--- config.mk ---
export PLATFORM = sky130hd
export DESIGN_NAME = eep_slave
export DESIGN_NICKNAME = d
export VERILOG_FILES = /design/src/rtl/eep_pkg.sv /design/src/rtl/eep_skid_buf.sv /design/src/rtl/eep_slave.sv
export SDC_FILE = /design/constraint.sdc
export NUM_CORES = 1
export LEC_CHECK = 0
export BUFFER_PORTS_ARGS = -buffer_cell sky130_fd_sc_hd__buf_2
export CELL_PAD_IN_SITES_DETAIL_PLACEMENT = 0
export CELL_PAD_IN_SITES_GLOBAL_PLACEMENT = 1
export CORE_MARGIN = 5
export CORE_UTILIZATION = 49
export DETAILED_ROUTE_END_ITERATION = 8
export GPL_TIMING_DRIVEN = 0
export PLACE_DENSITY_LB_ADDON = 0.1
export SYNTH_ARGS = -nofsm -noshare
export SYNTH_HDL_FRONTEND = slang
export SYNTH_SLANG_ARGS = --single-unit
--- constraint.sdc ---
create_clock -name mclk -period 5.6 [get_ports mclk]
set_clock_uncertainty 0.05 [all_clocks]
set_input_delay 0.28 -clock mclk [delete_from_list [all_inputs] [get_ports mclk]]
set_output_delay 0.28 -clock mclk [all_outputs]
set_load 0.1 [all_outputs]
--- src/rtl/eep_pkg.sv ---
// Shared constants for the two-wire serial memory slave
package eep_pkg;
    localparam int ADDR_W = 13;
    localparam int PAGE_LOW_W = 5;
    localparam logic [3:0] DEV_CODE = 4'hA;
    localparam logic [12:0] ADDR_RST = 13'h0000;
    localparam logic [7:0] BYTE_RST = 8'h00;
    localparam int SYNC_STAGES = 3;
    localparam int CLK_MHZ = 100;
    // Internal write cycle time in microseconds, multiplied by CLK_MHZ to give cycles
    localparam int WRITE_TIME_US = 5000;
    localparam int WRITE_CYCLES = WRITE_TIME_US * CLK_MHZ;
    localparam int BUF_DEPTH = 2;
endpackage

--- src/rtl/eep_skid_buf.sv ---
// Two-entry valid/ready buffer carrying memory write words
`timescale 1ns/1ps
module eep_skid_buf #(
    parameter int WIDTH = 21
) (
    input wire logic mclk,
    input wire logic srst,
    input wire logic in_valid,
    output logic in_ready,
    input wire logic [WIDTH-1:0] in_data,
    output logic out_valid,
    input wire logic out_ready,
    output logic [WIDTH-1:0] out_data
);
    logic [WIDTH-1:0] mem_ff [2];
    logic [WIDTH-1:0] nxt_mem [2];
    logic wptr_ff, nxt_wptr, rptr_ff, nxt_rptr;
    logic [1:0] cnt_ff, nxt_cnt;
    logic push, pop;

    always_comb begin
        in_ready = (cnt_ff != 2'h2);
        out_valid = (cnt_ff != 2'h0);
        out_data = mem_ff[rptr_ff];
        push = in_valid && in_ready;
        pop = out_valid && out_ready;
        nxt_mem = mem_ff;
        nxt_wptr = wptr_ff;
        nxt_rptr = rptr_ff;
        if (push) begin
            nxt_mem[wptr_ff] = in_data;
            nxt_wptr = ~wptr_ff;
        end
        if (pop) begin
            nxt_rptr = ~rptr_ff;
        end
        nxt_cnt = cnt_ff + 2'(push) - 2'(pop);
    end

    always_ff @(posedge mclk) begin
        if (srst) begin
            wptr_ff <= 1'b0;
            rptr_ff <= 1'b0;
            cnt_ff <= 2'h0;
            mem_ff[0] <= '0;
            mem_ff[1] <= '0;
        end else begin
            wptr_ff <= nxt_wptr;
            rptr_ff <= nxt_rptr;
            cnt_ff <= nxt_cnt;
            mem_ff <= nxt_mem;
        end
    end
endmodule

--- src/rtl/eep_slave.sv ---
// Two-wire serial memory slave: polling, reads, address counter, recovery
//////////////////////////////////////////////////////////////////////////
//////////////////////////////////////////////////////////////////////////
`timescale 1ns/1ps
module eep_slave
    import eep_pkg::*;
#(
    parameter int WR_CYCLES = WRITE_CYCLES,
    parameter bit SMALL_PART = 1'b0
) (
    input wire logic mclk,
    input wire logic srst,
    input wire logic scl_in,
    input wire logic sda_in,
    output logic sda_out,
    output logic sda_oe,
    input wire logic addr_strap_bit0,
    input wire logic addr_strap_bit1,
    input wire logic addr_strap_bit2,
    input wire logic low_supply,
    output logic mem_rd_en,
    output logic [ADDR_W-1:0] mem_rd_addr,
    input wire logic [7:0] mem_rd_data,
    output logic mem_wr_valid,
    input wire logic mem_wr_ready,
    output logic [ADDR_W-1:0] mem_wr_addr,
    output logic [7:0] mem_wr_data,
    output logic write_busy
);
    typedef enum logic [2:0] {
        ST_IDLE = 3'b000,
        ST_DEVADR = 3'b001,
        ST_ADRHI = 3'b010,
        ST_ADRLO = 3'b011,
        ST_WDATA = 3'b100,
        ST_RDATA = 3'b101,
        ST_RACK = 3'b110
    } eep_state_type;

    function automatic logic [ADDR_W-1:0] eep_mask(input logic [ADDR_W-1:0] a);
        // Small part has no top word address bit
        eep_mask = SMALL_PART ? {1'b0, a[ADDR_W-2:0]} : a;
    endfunction

    //////////////////////////////////////////////////////////////////////
    // Pin synchronisers and edge detection
    logic [SYNC_STAGES-1:0] scl_sync_ff, sda_sync_ff;
    logic scl_ff, sda_ff, nxt_scl, nxt_sda;
    logic scl_rise, scl_fall, start_det, stop_det;

    always_comb begin
        nxt_scl = (scl_sync_ff[1] == scl_sync_ff[2]) ? scl_sync_ff[2] : scl_ff;
        nxt_sda = (sda_sync_ff[1] == sda_sync_ff[2]) ? sda_sync_ff[2] : sda_ff;
        scl_rise = nxt_scl && !scl_ff;
        scl_fall = !nxt_scl && scl_ff;
        start_det = scl_ff && nxt_scl && sda_ff && !nxt_sda;
        stop_det = scl_ff && nxt_scl && !sda_ff && nxt_sda;
    end

    always_ff @(posedge mclk) begin
        if (srst) begin
            scl_sync_ff <= '1;
            sda_sync_ff <= '1;
            scl_ff <= 1'b1;
            sda_ff <= 1'b1;
        end else begin
            scl_sync_ff <= {scl_sync_ff[SYNC_STAGES-2:0], scl_in};
            sda_sync_ff <= {sda_sync_ff[SYNC_STAGES-2:0], sda_in};
            scl_ff <= nxt_scl;
            sda_ff <= nxt_sda;
        end
    end

    //////////////////////////////////////////////////////////////////////
    // Protocol machine
    eep_state_type st_ff, nxt_st;
    logic [3:0] bit_ff, nxt_bit;
    logic [7:0] shf_ff, nxt_shf;
    logic [ADDR_W-1:0] cnt_ff, nxt_cnt;
    logic [7:0] hi_ff, nxt_hi;
    logic ack_ff, nxt_ack, drv_ff, nxt_drv;
    logic wr_pend_ff, nxt_wr_pend;
    logic [31:0] busy_ff, nxt_busy;
    logic wb_ff, nxt_wb;
    logic rd_en_ff, nxt_rd_en, wr_acc;
    logic [ADDR_W+7:0] buf_out;
    logic buf_ready;
    logic [2:0] strap;

    assign strap = {addr_strap_bit2, addr_strap_bit1, addr_strap_bit0};

    always_comb begin
        nxt_st = st_ff;
        nxt_bit = bit_ff;
        nxt_shf = shf_ff;
        nxt_cnt = cnt_ff;
        nxt_hi = hi_ff;
        nxt_ack = ack_ff;
        nxt_drv = drv_ff;
        nxt_wr_pend = wr_pend_ff;
        nxt_busy = (busy_ff != 32'h0) ? busy_ff - 32'h1 : 32'h0;
        nxt_rd_en = 1'b0;
        wr_acc = 1'b0;
        if (busy_ff != 32'h0) begin
            nxt_st = ST_IDLE;
            nxt_drv = 1'b0;
            nxt_ack = 1'b0;
        end else if (stop_det) begin
            if (wr_pend_ff && !ack_ff && !low_supply) begin
                nxt_busy = 32'(WR_CYCLES);
            end
            nxt_st = ST_IDLE;
            nxt_drv = 1'b0;
            nxt_ack = 1'b0;
            nxt_wr_pend = 1'b0;
        end else if (start_det) begin
            nxt_st = ST_DEVADR;
            nxt_bit = 4'h0;
            nxt_drv = 1'b0;
            nxt_ack = 1'b0;
            nxt_wr_pend = 1'b0;
        end else if (scl_rise && st_ff != ST_IDLE) begin
            if (ack_ff) begin
                if (st_ff == ST_RACK && nxt_sda) begin
                    nxt_st = ST_IDLE;
                end
            end else begin
                nxt_shf = {shf_ff[6:0], nxt_sda};
                nxt_bit = bit_ff + 4'h1;
            end
        end else if (scl_fall && st_ff != ST_IDLE) begin
            if (ack_ff) begin
                nxt_ack = 1'b0;
                nxt_bit = 4'h0;
                nxt_drv = 1'b0;
                if (st_ff == ST_RACK) begin
                    nxt_st = ST_RDATA;
                    nxt_shf = mem_rd_data;
                    nxt_drv = !mem_rd_data[7];
                end
            end else if (st_ff == ST_RDATA) begin
                if (bit_ff == 4'h8) begin
                    nxt_cnt = eep_mask(cnt_ff + 13'h0001);
                    nxt_rd_en = 1'b1;
                    nxt_st = ST_RACK;
                    nxt_ack = 1'b1;
                    nxt_drv = 1'b0;
                end else begin
                    nxt_drv = !shf_ff[7];
                end
            end else if (bit_ff == 4'h8) begin
                nxt_ack = 1'b1;
                nxt_drv = 1'b1;
                case (st_ff)
                    ST_DEVADR: begin
                        if (shf_ff[7:4] != DEV_CODE || shf_ff[3:1] != strap) begin
                            nxt_st = ST_IDLE;
                            nxt_ack = 1'b0;
                            nxt_drv = 1'b0;
                        end else if (shf_ff[0]) begin
                            nxt_st = ST_RACK;
                            nxt_rd_en = 1'b1;
                        end else begin
                            nxt_st = ST_ADRHI;
                        end
                    end
                    ST_ADRHI: begin
                        nxt_hi = shf_ff;
                        nxt_st = ST_ADRLO;
                    end
                    ST_ADRLO: begin
                        nxt_cnt = eep_mask({hi_ff[4:0], shf_ff});
                        nxt_st = ST_WDATA;
                    end
                    ST_WDATA: begin
                        if (buf_ready) begin
                            wr_acc = 1'b1;
                            nxt_wr_pend = 1'b1;
                            nxt_cnt = {cnt_ff[ADDR_W-1:PAGE_LOW_W],
                                       cnt_ff[PAGE_LOW_W-1:0] + 5'h01};
                        end else begin
                            nxt_ack = 1'b0;
                            nxt_drv = 1'b0;
                            nxt_st = ST_IDLE;
                        end
                    end
                    default: begin
                        nxt_st = ST_IDLE;
                    end
                endcase
            end
        end
        // Busy flag registered so the output comes from a flip-flop
        nxt_wb = (nxt_busy != 32'h0);
    end

    always_ff @(posedge mclk) begin
        if (srst) begin
            st_ff <= ST_IDLE;
            bit_ff <= 4'h0;
            shf_ff <= BYTE_RST;
            cnt_ff <= ADDR_RST;
            hi_ff <= BYTE_RST;
            ack_ff <= 1'b0;
            drv_ff <= 1'b0;
            wr_pend_ff <= 1'b0;
            busy_ff <= 32'h0;
            wb_ff <= 1'b0;
            rd_en_ff <= 1'b0;
        end else begin
            st_ff <= nxt_st;
            bit_ff <= nxt_bit;
            shf_ff <= nxt_shf;
            cnt_ff <= nxt_cnt;
            hi_ff <= nxt_hi;
            ack_ff <= nxt_ack;
            drv_ff <= nxt_drv;
            wr_pend_ff <= nxt_wr_pend;
            busy_ff <= nxt_busy;
            wb_ff <= nxt_wb;
            rd_en_ff <= nxt_rd_en;
        end
    end

    //////////////////////////////////////////////////////////////////////
    // Write words queue toward the array; a full queue refuses the ack
    logic buf_valid, buf_take, wv_ff, nxt_wv;
    logic [ADDR_W+7:0] wd_ff, nxt_wd;

    eep_skid_buf #(.WIDTH(ADDR_W + 8)) eep_skid_buf_i (
        .mclk(mclk),
        .srst(srst),
        .in_valid(wr_acc),
        .in_ready(buf_ready),
        .in_data({cnt_ff, shf_ff}),
        .out_valid(buf_valid),
        .out_ready(buf_take),
        .out_data(buf_out)
    );

    // Output stage refills only when empty or when the array takes its word,
    // so a shown word stays on the outputs until the array takes it
    always_comb begin
        buf_take = !wv_ff || mem_wr_ready;
        nxt_wv = wv_ff;
        nxt_wd = wd_ff;
        if (buf_take) begin
            nxt_wv = buf_valid;
            nxt_wd = buf_out;
        end
    end

    always_ff @(posedge mclk) begin
        if (srst) begin
            wv_ff <= 1'b0;
            wd_ff <= '0;
        end else begin
            wv_ff <= nxt_wv;
            wd_ff <= nxt_wd;
        end
    end

    // Outputs straight from flip-flops, except sda_out which is tied low
    always_comb begin
        sda_out = 1'b0;
        sda_oe = drv_ff;
        mem_rd_en = rd_en_ff;
        mem_rd_addr = cnt_ff;
        mem_wr_valid = wv_ff;
        mem_wr_addr = wd_ff[ADDR_W+7:8];
        mem_wr_data = wd_ff[7:0];
        write_busy = wb_ff;
    end
endmodule

# After elaboration in Yosys (flattened, before gate mapping)
# Cells that the tools add are included.
# W data, S select, Z words.
[totals] out_inout_bits=39 ff_bits=146 wordCells=204
[classes] n_eq_ne=29 n_bitwise=11 add_sub_neg=6 n_reduce_logical=55 mux=76 order_cmp=3
[ops] operator="$mux W32" n=4
[ops] operator="$mux W21" n=4
[ops] operator="$reduce_bool A32 Y1" n=2
[ops] operator="$bwmux W42" n=1
[ops] operator="$mux W8" n=5
[ops] operator="$mux W13" n=3
[ops] operator="$mux W1" n=37
[ops] operator="$mux W3" n=12
[ops] operator="$sub A32 B1 Y32 const B" n=1
[ops] operator="$reduce_and A9 Y1" n=3
[ops] operator="$reduce_bool A3 Y1" n=9
[ops] operator="$pmux W13 S2" n=1
[ops] operator="$demux W21 S1" n=1
[ops] operator="$mux W4" n=5
[ops] operator="$ne A3 B3 Y1 const B" n=6
[ops] operator="$logic_and A1 B1 Y1" n=15
[ops] operator="$add A13 B1 Y13 const B" n=1
[ops] operator="$pmux W3 S4" n=1
[ops] operator="$reduce_and A6 Y1" n=2
[ops] operator="$reduce_bool A2 Y1" n=5
[ops] operator="$eq A3 B3 Y1 const B" n=3
[ops] operator="$logic_not A1 Y1" n=9
[ops] operator="$not A1 Y1" n=9
[ops] operator="$ne A2 B2 Y1 const B" n=4
[ops] operator="other kinds (31)" n=37

# Logic depth before layout (Yosys ltp)
# Gate-level depths: netlist of run 1.
[logic_depth] depth_word=14 depth_mapped=12 depth_no_buf=10

# By module
# Synthesis of run 1 repeated with hierarchy kept, for this count alone.
[hier_totals] cells_unflattened=838 area_unflattened_um2=7159.4
[by_module_without_submodules] mod="eep_slave" n_inst=1 area_per_inst_um2=4953.5 cells_each=605
[by_module_without_submodules] mod="eep_skid_buf" n_inst=1 area_per_inst_um2=2205.9 cells_each=233

# Worst setup path before layout of run 1
# Ideal clock, no wire load.
[synth_path] kind="register to register" startpoint="register st_ff[0]" endpoint="register cnt_ff[0], in the netlist mem_rd_addr[0]" stages_incl_launch_ff=11 slack_ns=2.630 period_less_slack_ns=2.970 setup_time_ns=0.074 arrival_ns=2.846 path_buffers=2 required_ns=5.476 path_cell_list="dfxtp_1 -> clkbuf_1 -> or3_1 -> nand4b_1 -> clkbuf_1 -> ha_1 -> inv_1 -> or3_1 -> or3_1 -> or3_1 -> a31oi_1"
[synth_via] elab_chain_cells=4
[synth_lines] element="start, declared" line_no="eep_slave.sv:76" rtl="eep_state_type st_ff, nxt_st;"
[synth_lines] element="start signal, assigned" line_no="eep_slave.sv:211" rtl="st_ff <= nxt_st;"
[synth_lines] element="$eq A3 B3 Y1 (tied with other cells)" line_no="eep_slave.sv:154" rtl="case (st_ff)"
[synth_lines] element="$pmux W13 S2 or $logic_and A1 B1 Y1 (tied branches)" line_no="eep_slave.sv:154, eep_slave.sv:122"
[synth_lines] element="$mux W13 or $not A1 Y1 (tied branches)"
[synth_lines] element="$mux W13 or $reduce_and A9 Y1 (tied branches)"
[synth_lines] element="end signal, assigned" line_no="eep_slave.sv:214" rtl="cnt_ff <= nxt_cnt;"
[synth_lines] element="end, declared" line_no="eep_slave.sv:79" rtl="logic [ADDR_W-1:0] cnt_ff, nxt_cnt;"
# Parallel ways exist; a longest one is shown, timed or not. The select of a mux whose other input is x is not followed.
# A chain may end at the register's enable or synchronous reset.

# Worst setup path in the final report of run 1
[layout_path] startpoint="register busy_ff[0]" endpoint="register eep_skid_buf_i.cnt_ff[1]"
[layout_via] elab_chain_cells=5
[layout_lines] element="start, declared" line_no="eep_slave.sv:83" rtl="logic [31:0] busy_ff, nxt_busy;"
[layout_lines] element="start signal, assigned" line_no="eep_slave.sv:219" rtl="busy_ff <= nxt_busy;"
[layout_lines] element="$reduce_bool A32 Y1" line_no="eep_slave.sv:104" rtl="if (busy_ff != 32'h0) begin"
[layout_lines] element="$mux W1" line_no="eep_slave.sv:104"
[layout_lines] element="$logic_and A1 B1 Y1" line_no="eep_skid_buf.sv:25" rtl="push = in_valid && in_ready;"
[layout_lines] element="net eep_skid_buf_i.push" line_no="eep_skid_buf.sv:19" rtl="logic push, pop;"
[layout_lines] element="$add A2 B1 Y2" line_no="eep_skid_buf.sv:37" rtl="nxt_cnt = cnt_ff + 2'(push) - 2'(pop);"
[layout_lines] element="$sub A2 B1 Y2" line_no="eep_skid_buf.sv:37"
[layout_lines] element="end signal, assigned" line_no="eep_skid_buf.sv:50" rtl="cnt_ff <= nxt_cnt;"
[layout_lines] element="end, declared" line_no="eep_skid_buf.sv:18" rtl="logic [1:0] cnt_ff, nxt_cnt;"
# The timed path passes the listed nets, and every way through them passes these cells.

==> results of run 1 <==
==> synth_stat cells, drive strengths merged, types with 3 or more instances <==
cell type and instances:
a31oi 6, nor2b 7, or2 8, o21ai 17, and3 7, ha 9
or4 6, xnor2 17, nand4 9, a2bb2oi 3, inv 16, nor4 13
clkbuf 42, a22oi 5, dfxtp 146, nand3b 3, and2 4, nand2 75
nor3 19, nand2b 5, mux2i 58, buf 23, or3 12, xor2 18
a22o 4, o31ai 3, nand3 35, nor2 124, a211oi 29, a21oi 46
nor3b 8
==> tightest hold or removal path, delay by kind of cell <==
kind          cells  cell delay [ns]
simple gates      3             0.17
buf+inv           1             0.07
mux               1             0.06
==> logic make-up (layout without fill, tap and decap cells) <==
logic type | Yosys count | after routing | synth area share [%]
fa+ha+maj | 9 | 9 | 1.62
xor+xnor | 35 | 35 | 4.42
other cells | 1 | 1 | 0.0541
compound gates | 130 | 130 | 12.1
simple gates | 342 | 342 | 25.6
flops | 146 | 146 | 42.2
mux | 59 | 59 | 8.54
buf+inv | 81 | 168 | 5.49
==> flip-flops by register name, summed over array words and instances (netlist names) <==
register	count
shf_ff	8
eep_skid_buf_i.mem_ff	42
scl_ff	1
st_ff	3
sda_ff	1
bit_ff	4
mem_rd_en	1
wd_ff	21
eep_skid_buf_i.wptr_ff	1
sda_sync_ff	3
busy_ff	32
write_busy	1
eep_skid_buf_i.rptr_ff	1
sda_oe	1
mem_wr_valid	1
ack_ff	1
wr_pend_ff	1
scl_sync_ff	3
mem_rd_addr	13
hi_ff	5
eep_skid_buf_i.cnt_ff	2
==> worst max-delay path by stage <==
stage,startpoint,to,slack [ns],cells past startpoint
2_1_floorplan,st_ff[0]$_SDFFE_PP0P_,mem_rd_addr[0]$_SDFFE_PP0P_,2.63,10
3_3_place_gp,busy_ff[0]$_SDFF_PP0_,eep_skid_buf_i.cnt_ff[1]$_SDFF_PP0_,2.13,12
3_5_place_dp,busy_ff[0]$_SDFF_PP0_,eep_skid_buf_i.cnt_ff[1]$_SDFF_PP0_,2.02,12
4_1_cts,busy_ff[0]$_SDFF_PP0_,eep_skid_buf_i.cnt_ff[1]$_SDFF_PP0_,2.01,12
5_1_grt,busy_ff[0]$_SDFF_PP0_,eep_skid_buf_i.cnt_ff[1]$_SDFF_PP0_,1.76,12
6_report,busy_ff[0]$_SDFF_PP0_,eep_skid_buf_i.cnt_ff[1]$_SDFF_PP0_,2.03,12
==> per-layer routing <==
metal	track usage [%]	part of all wire, %	up-vias
li1	-	-	2935
met1	27.8	45	2793
met2	36.2	48	151
met3	4.65	4.7	36
met4	7.60	2.3	0
met5	0	0	-
==> final cells by class <==
type | count | area, sq um
tap | 180 | 225
buffer | 65 | 320
timing repair buffer | 55 | 285
multi-input combinational | 576 | 3630
sequential | 146 | 2920
inverter | 16 | 60.1
fill | 1262 | 5810
clock inverter | 13 | 183
clock buffer | 19 | 443
==> power breakdown <==
part,leakage [nW],switching (mW),internal [mW]
Clock,0.307,0.451,0.757
Combinational,1.65,0.758,0.443
Sequential,1.18,0.143,1.16
Total,3.14,1.35,2.36
==> reports/results.ini, run 1 <==
[power_and_ir_drop]
peakVddDrop_uv=399
p_per_area_nw_per_um2=460
total_power_mw=3.71
power_leakage_nw=3.14

[place]
dp.final_hpwl_um=12800
gp_congestion=0.867
dpl-instance-area_sq_um=7420
dp_cells=1036
port_buffers=53
pre_cts_slack_ns=2.02

[yosys]
ys.flop_type=dfxtp_1
synth-edff-count=0
synthTopCellsByArea=dfxtp_1, mux2i_1, nor2_1, nand2_1, a21oi_1
yosysTopAreaCellShare_pct=42.2
synth_fp_nets=829
netlist_area_sq_um=6930
yosysUniqueCellTypes=65
yosysSeqAreaShare_pct=42.2
async_flop_share_pct=0
synth_area_leader_cell=dfxtp_1
syn_avg_cell_area_sq_um=8.63
synthesis.instances=803
ys_warn_count=0
synth_seq_cells=146

[timing]
setup_tns_ns=0
finalCriticalPeriod_ns=3.57
worst_slew_pin_slew_ns=0.960
drv_slew=0
relSlewSlack_pct=35.5
setup_ws_ns=2.03
hold_violations=0
hold_ws_ns=0.133
rsz0062_at_grt=no
fmax_ghz=0.280
setup_viol=0
fin_crit_sh_pct=63.7

[critical_path]
cp_max_fo=10
cp-start-kind=flop
worst-path-buf-inv=3
reg2reg_depth=12
reg2reg_from=busy_ff[0]$_SDFF_PP0_
cp.required_ns=5.85
endpoint_kind=flop
worstSetupPathType=flop to flop
r2r_slack_ns=2.03
slowest_delay_ns=0.52
cp_slowest_cell=nor4_4
crit_family=simple AND/OR/NAND/NOR gates
worstPathCellList=inv_1, ha_1, nor3b_2, nand4_4, nor4_4, and3_1, clkbuf_1, clkbuf_1, ha_1, xor2_1, xnor2_1, nor2_1
critical_path_arrival_ns=3.82
timing.rr.end=eep_skid_buf_i.cnt_ff[1]$_SDFF_PP0_

[drt]
drtIter0Drc=406
vias=5915
ant_nets=0
vias_per_cell=5.53
dr.pass1.iters=5
drc=0
wl_per_cell_um=16.4
drt_wl_total_um=17500

[floorplan]
ios=56
fp.dieW_um=129
coreArea_sq_um=13900
dieArea_sq_um=16600
die_h_um=129
placementRows=43
start_util_pct=49.9

[clock_tree]
cts_made_buffers=17
cts_max_path_buffers=2
cts_tree=done
clock-sinks=146
post_cts_buffers=0
holdBufCountCts=2
ctsResizeCount=0
clkLatencyLatePin_ns=0.43
cts_root_buf=clkbuf_16
clk_pin_slew_ns=0.06
cts-htree-levels=4

[cells_and_area]
final_cell_mix=dfxtp_1, nor2_1, nand2_1, mux2i_1, buf_2
finalNetCount=903
drive_gt1_share_pct=15.3
final_common_cell=dfxtp_1
fin_util_pct=58.1
area.growth.synth_to_final_pct=16.4
design_area_sq_um=8070
n_antenna_cell=0
final_cell_count_no_fill=1070

[global_routing]
grt_pass1_vias=5698
grt_max_degree=17
grt_antenna_before_repair=0
grtUsageTotal_pct=21.7
grt_pass1_wl_um=28900
grt_overflow=0

[worst_hold_path]
hold_path_end=shf_ff[4]$_SDFFE_PP0P_
hp-start=mem_rd_data[4]
hold_depth=5
hp-class=primary input to flop

[outcome]
status=finished clean

[run]
cap_violations=0

Power figures use the tool's default switching activity.
==> run 2: changes to the inputs <==
--- a/config.mk
+++ b/config.mk
@@ -9,7 +9,7 @@
 export CELL_PAD_IN_SITES_DETAIL_PLACEMENT = 0
 export CELL_PAD_IN_SITES_GLOBAL_PLACEMENT = 1
 export CORE_MARGIN = 5
-export CORE_UTILIZATION = 49
+export CORE_UTILIZATION = 46
 export DETAILED_ROUTE_END_ITERATION = 8
 export GPL_TIMING_DRIVEN = 0
 export PLACE_DENSITY_LB_ADDON = 0.1
==> constraint.sdc (replaced) <==
create_clock -name mclk -period 3.5 [get_ports mclk]
set_clock_uncertainty 0.05 [all_clocks]
set_input_delay 0.175 -clock mclk [delete_from_list [all_inputs] [get_ports mclk]]
set_output_delay 0.175 -clock mclk [all_outputs]
set_load 0.1 [all_outputs]
==> reports/results.ini, run 2 (synthesized netlist as in run 1, its figures left out) <==
[outcome]
status=finished clean

[global_routing]
grt_overflow=0  ; unchanged
grt_max_degree=17  ; unchanged
grt_antenna_before_repair=0  ; unchanged
grt_pass1_vias=5658  ; -0.70%
grtUsageTotal_pct=20.1  ; -1.6 points
grt_pass1_wl_um=28800  ; -0.26%

[cells_and_area]
reg.largest.list=eep_skid_buf_i.mem_ff (42), busy_ff (32), wd_ff (21)
n_antenna_cell=0  ; unchanged
design_area_sq_um=8140  ; +0.85%
final_cell_count_no_fill=1078  ; +0.75%
drive_gt1_share_pct=16.0  ; +0.71 points
final_cell_mix=dfxtp_1, nor2_1, nand2_1, mux2i_1, buf_2
largest_reg_flops=42  ; unchanged
fin_util_pct=55.6  ; -2.6 points
finalNetCount=907  ; +0.44%
largest-register=eep_skid_buf_i.mem_ff
area.growth.synth_to_final_pct=17.4
final_common_cell=dfxtp_1
n_fill_cell=1382  ; +9.5%

[place]
gp_congestion=0.862  ; -0.66%
dp.final_hpwl_um=13000  ; +1.4%
pre_cts_slack_ns=-0.000209  ; -2.02 ns
port_buffers=53  ; unchanged
dpl-instance-area_sq_um=7430  ; about the same
dp_cells=1040  ; +0.39%

[critical_path]
cp-start-kind=flop
cp_max_fo=10  ; unchanged
critical_path_arrival_ns=3.50  ; -0.32 ns
slowest_delay_ns=0.43  ; -0.09 ns
endpoint_kind=flop
worstPathCellList=inv_1, ha_1, nor3b_2, nand4_4, nor4_4, and3_1, clkbuf_1, clkbuf_2, ha_1, xor2_1, xnor2_1, nor2_1
worstSetupPathType=flop to flop
critPathMostFrequentCell=ha_1
cp.required_ns=3.75  ; -2.10 ns
cp_slowest_cell=nor4_4

[timing]
fin_crit_sh_pct=92.8  ; +29 points
fmax_ghz=0.308  ; +10%
worst_slew_pin_slew_ns=0.961  ; +0.00107 ns
setup_ws_ns=0.253  ; -1.78 ns
finalCriticalPeriod_ns=3.25  ; -0.323 ns
setup_viol=0  ; unchanged
hold_ws_ns=0.0271  ; -0.105 ns
hold_violations=0  ; unchanged
setup_tns_ns=0  ; unchanged
relSlewSlack_pct=35.5  ; -0.072 points
drv_slew=0  ; unchanged
rsz0062_at_grt=no

[drt]
vias=5909  ; -0.10%
drtIter0Drc=435  ; +7.1%
drt_wl_total_um=17700  ; +1.2%
vias_per_cell=5.48  ; -0.84%
drc=0  ; unchanged
wl_per_cell_um=16.4  ; +0.40%
ant_nets=0  ; unchanged
dr.pass1.iters=6  ; +1

[power_and_ir_drop]
power_leakage_nw=3.18  ; +1.2%
total_power_mw=6.02  ; +62%
p_per_area_nw_per_um2=739  ; +61%
peakVddDrop_uv=492  ; +23%

[clock_tree]
clock-sinks=146  ; unchanged
cts_made_buffers=17  ; unchanged
clk_pin_slew_ns=0.06  ; about the same
cts_max_path_buffers=2  ; unchanged
clkLatencyLatePin_ns=0.43  ; about the same
cts_root_buf=clkbuf_16
cts-htree-levels=4  ; unchanged
cts_tree=done

[worst_hold_path]
hp-class=primary input to flop

[floorplan]
coreArea_sq_um=14600  ; +5.5%
dieArea_sq_um=17600  ; +6.0%
fp.dieW_um=133  ; +3.0%
start_util_pct=47.3  ; -2.6 points
ios=56  ; unchanged
die_h_um=133  ; +3.0%
placementRows=44  ; +2.3%

[run]
cap_violations=0  ; unchanged

==> run 2: worst max-delay path, delay by kind of cell (launching register included) <==
family	cells	cell delay (ns)
buf+inv	3	0.71
flops	1	0.35
xor+xnor	2	0.31
fa+ha+maj	2	0.39
simple gates	5	1.32
==> run 2: routing by layer <==
layer,share of wire [%],global-route usage (%),vias up
li1,-,-,2949
met3,4.5,4.56,37
met5,0,0,-
met4,2.4,8.26,0
met2,48,33.1,140
met1,45,25.5,2783
==> run 2: repair_timing <==
action | in CTS | in global routing
buffers inserted | 0 | 4
endpoints found under the setup margin | 2 | 10
hold endpoints to repair | 2 | 0
resized for setup | 2 | 0
hold buffers | 2 | 0
pin swaps | 0 | 2
==> run 2: path summary, 6_finish.rpt <==
path	endpoint	slack (ns)	startpoint	cells after the start
worst min register to register	scl_sync_ff[1]$_SDFF_PP1_	0.38	scl_sync_ff[0]$_SDFF_PP1_	1
worst max-delay path	eep_skid_buf_i.cnt_ff[1]$_SDFF_PP0_	0.25	busy_ff[0]$_SDFF_PP0_	12
worst min-delay path	shf_ff[5]$_SDFFE_PP0P_	0.03	mem_rd_data[5]	5
worst max register to register	eep_skid_buf_i.cnt_ff[1]$_SDFF_PP0_	0.25	busy_ff[0]$_SDFF_PP0_	12
==> run 2: area by class of cell <==
cell class	instances	area [sq um]	area share, %
sequential	146	2920	35.9
clock buffer	17	425	5.23
timing repair buffer	59	315	3.87
buffer	65	323	3.97
inverter	16	60.1	0.738
clock inverter	15	231	2.84
tap	184	230	2.83
multi-input combinational	576	3630	44.6
==> run 2: power breakdown <==
group          internal [mW]  leakage, nW  switching, mW
clock network           1.27        0.320          0.745
registers               1.85         1.18          0.232
logic                  0.711         1.67           1.20
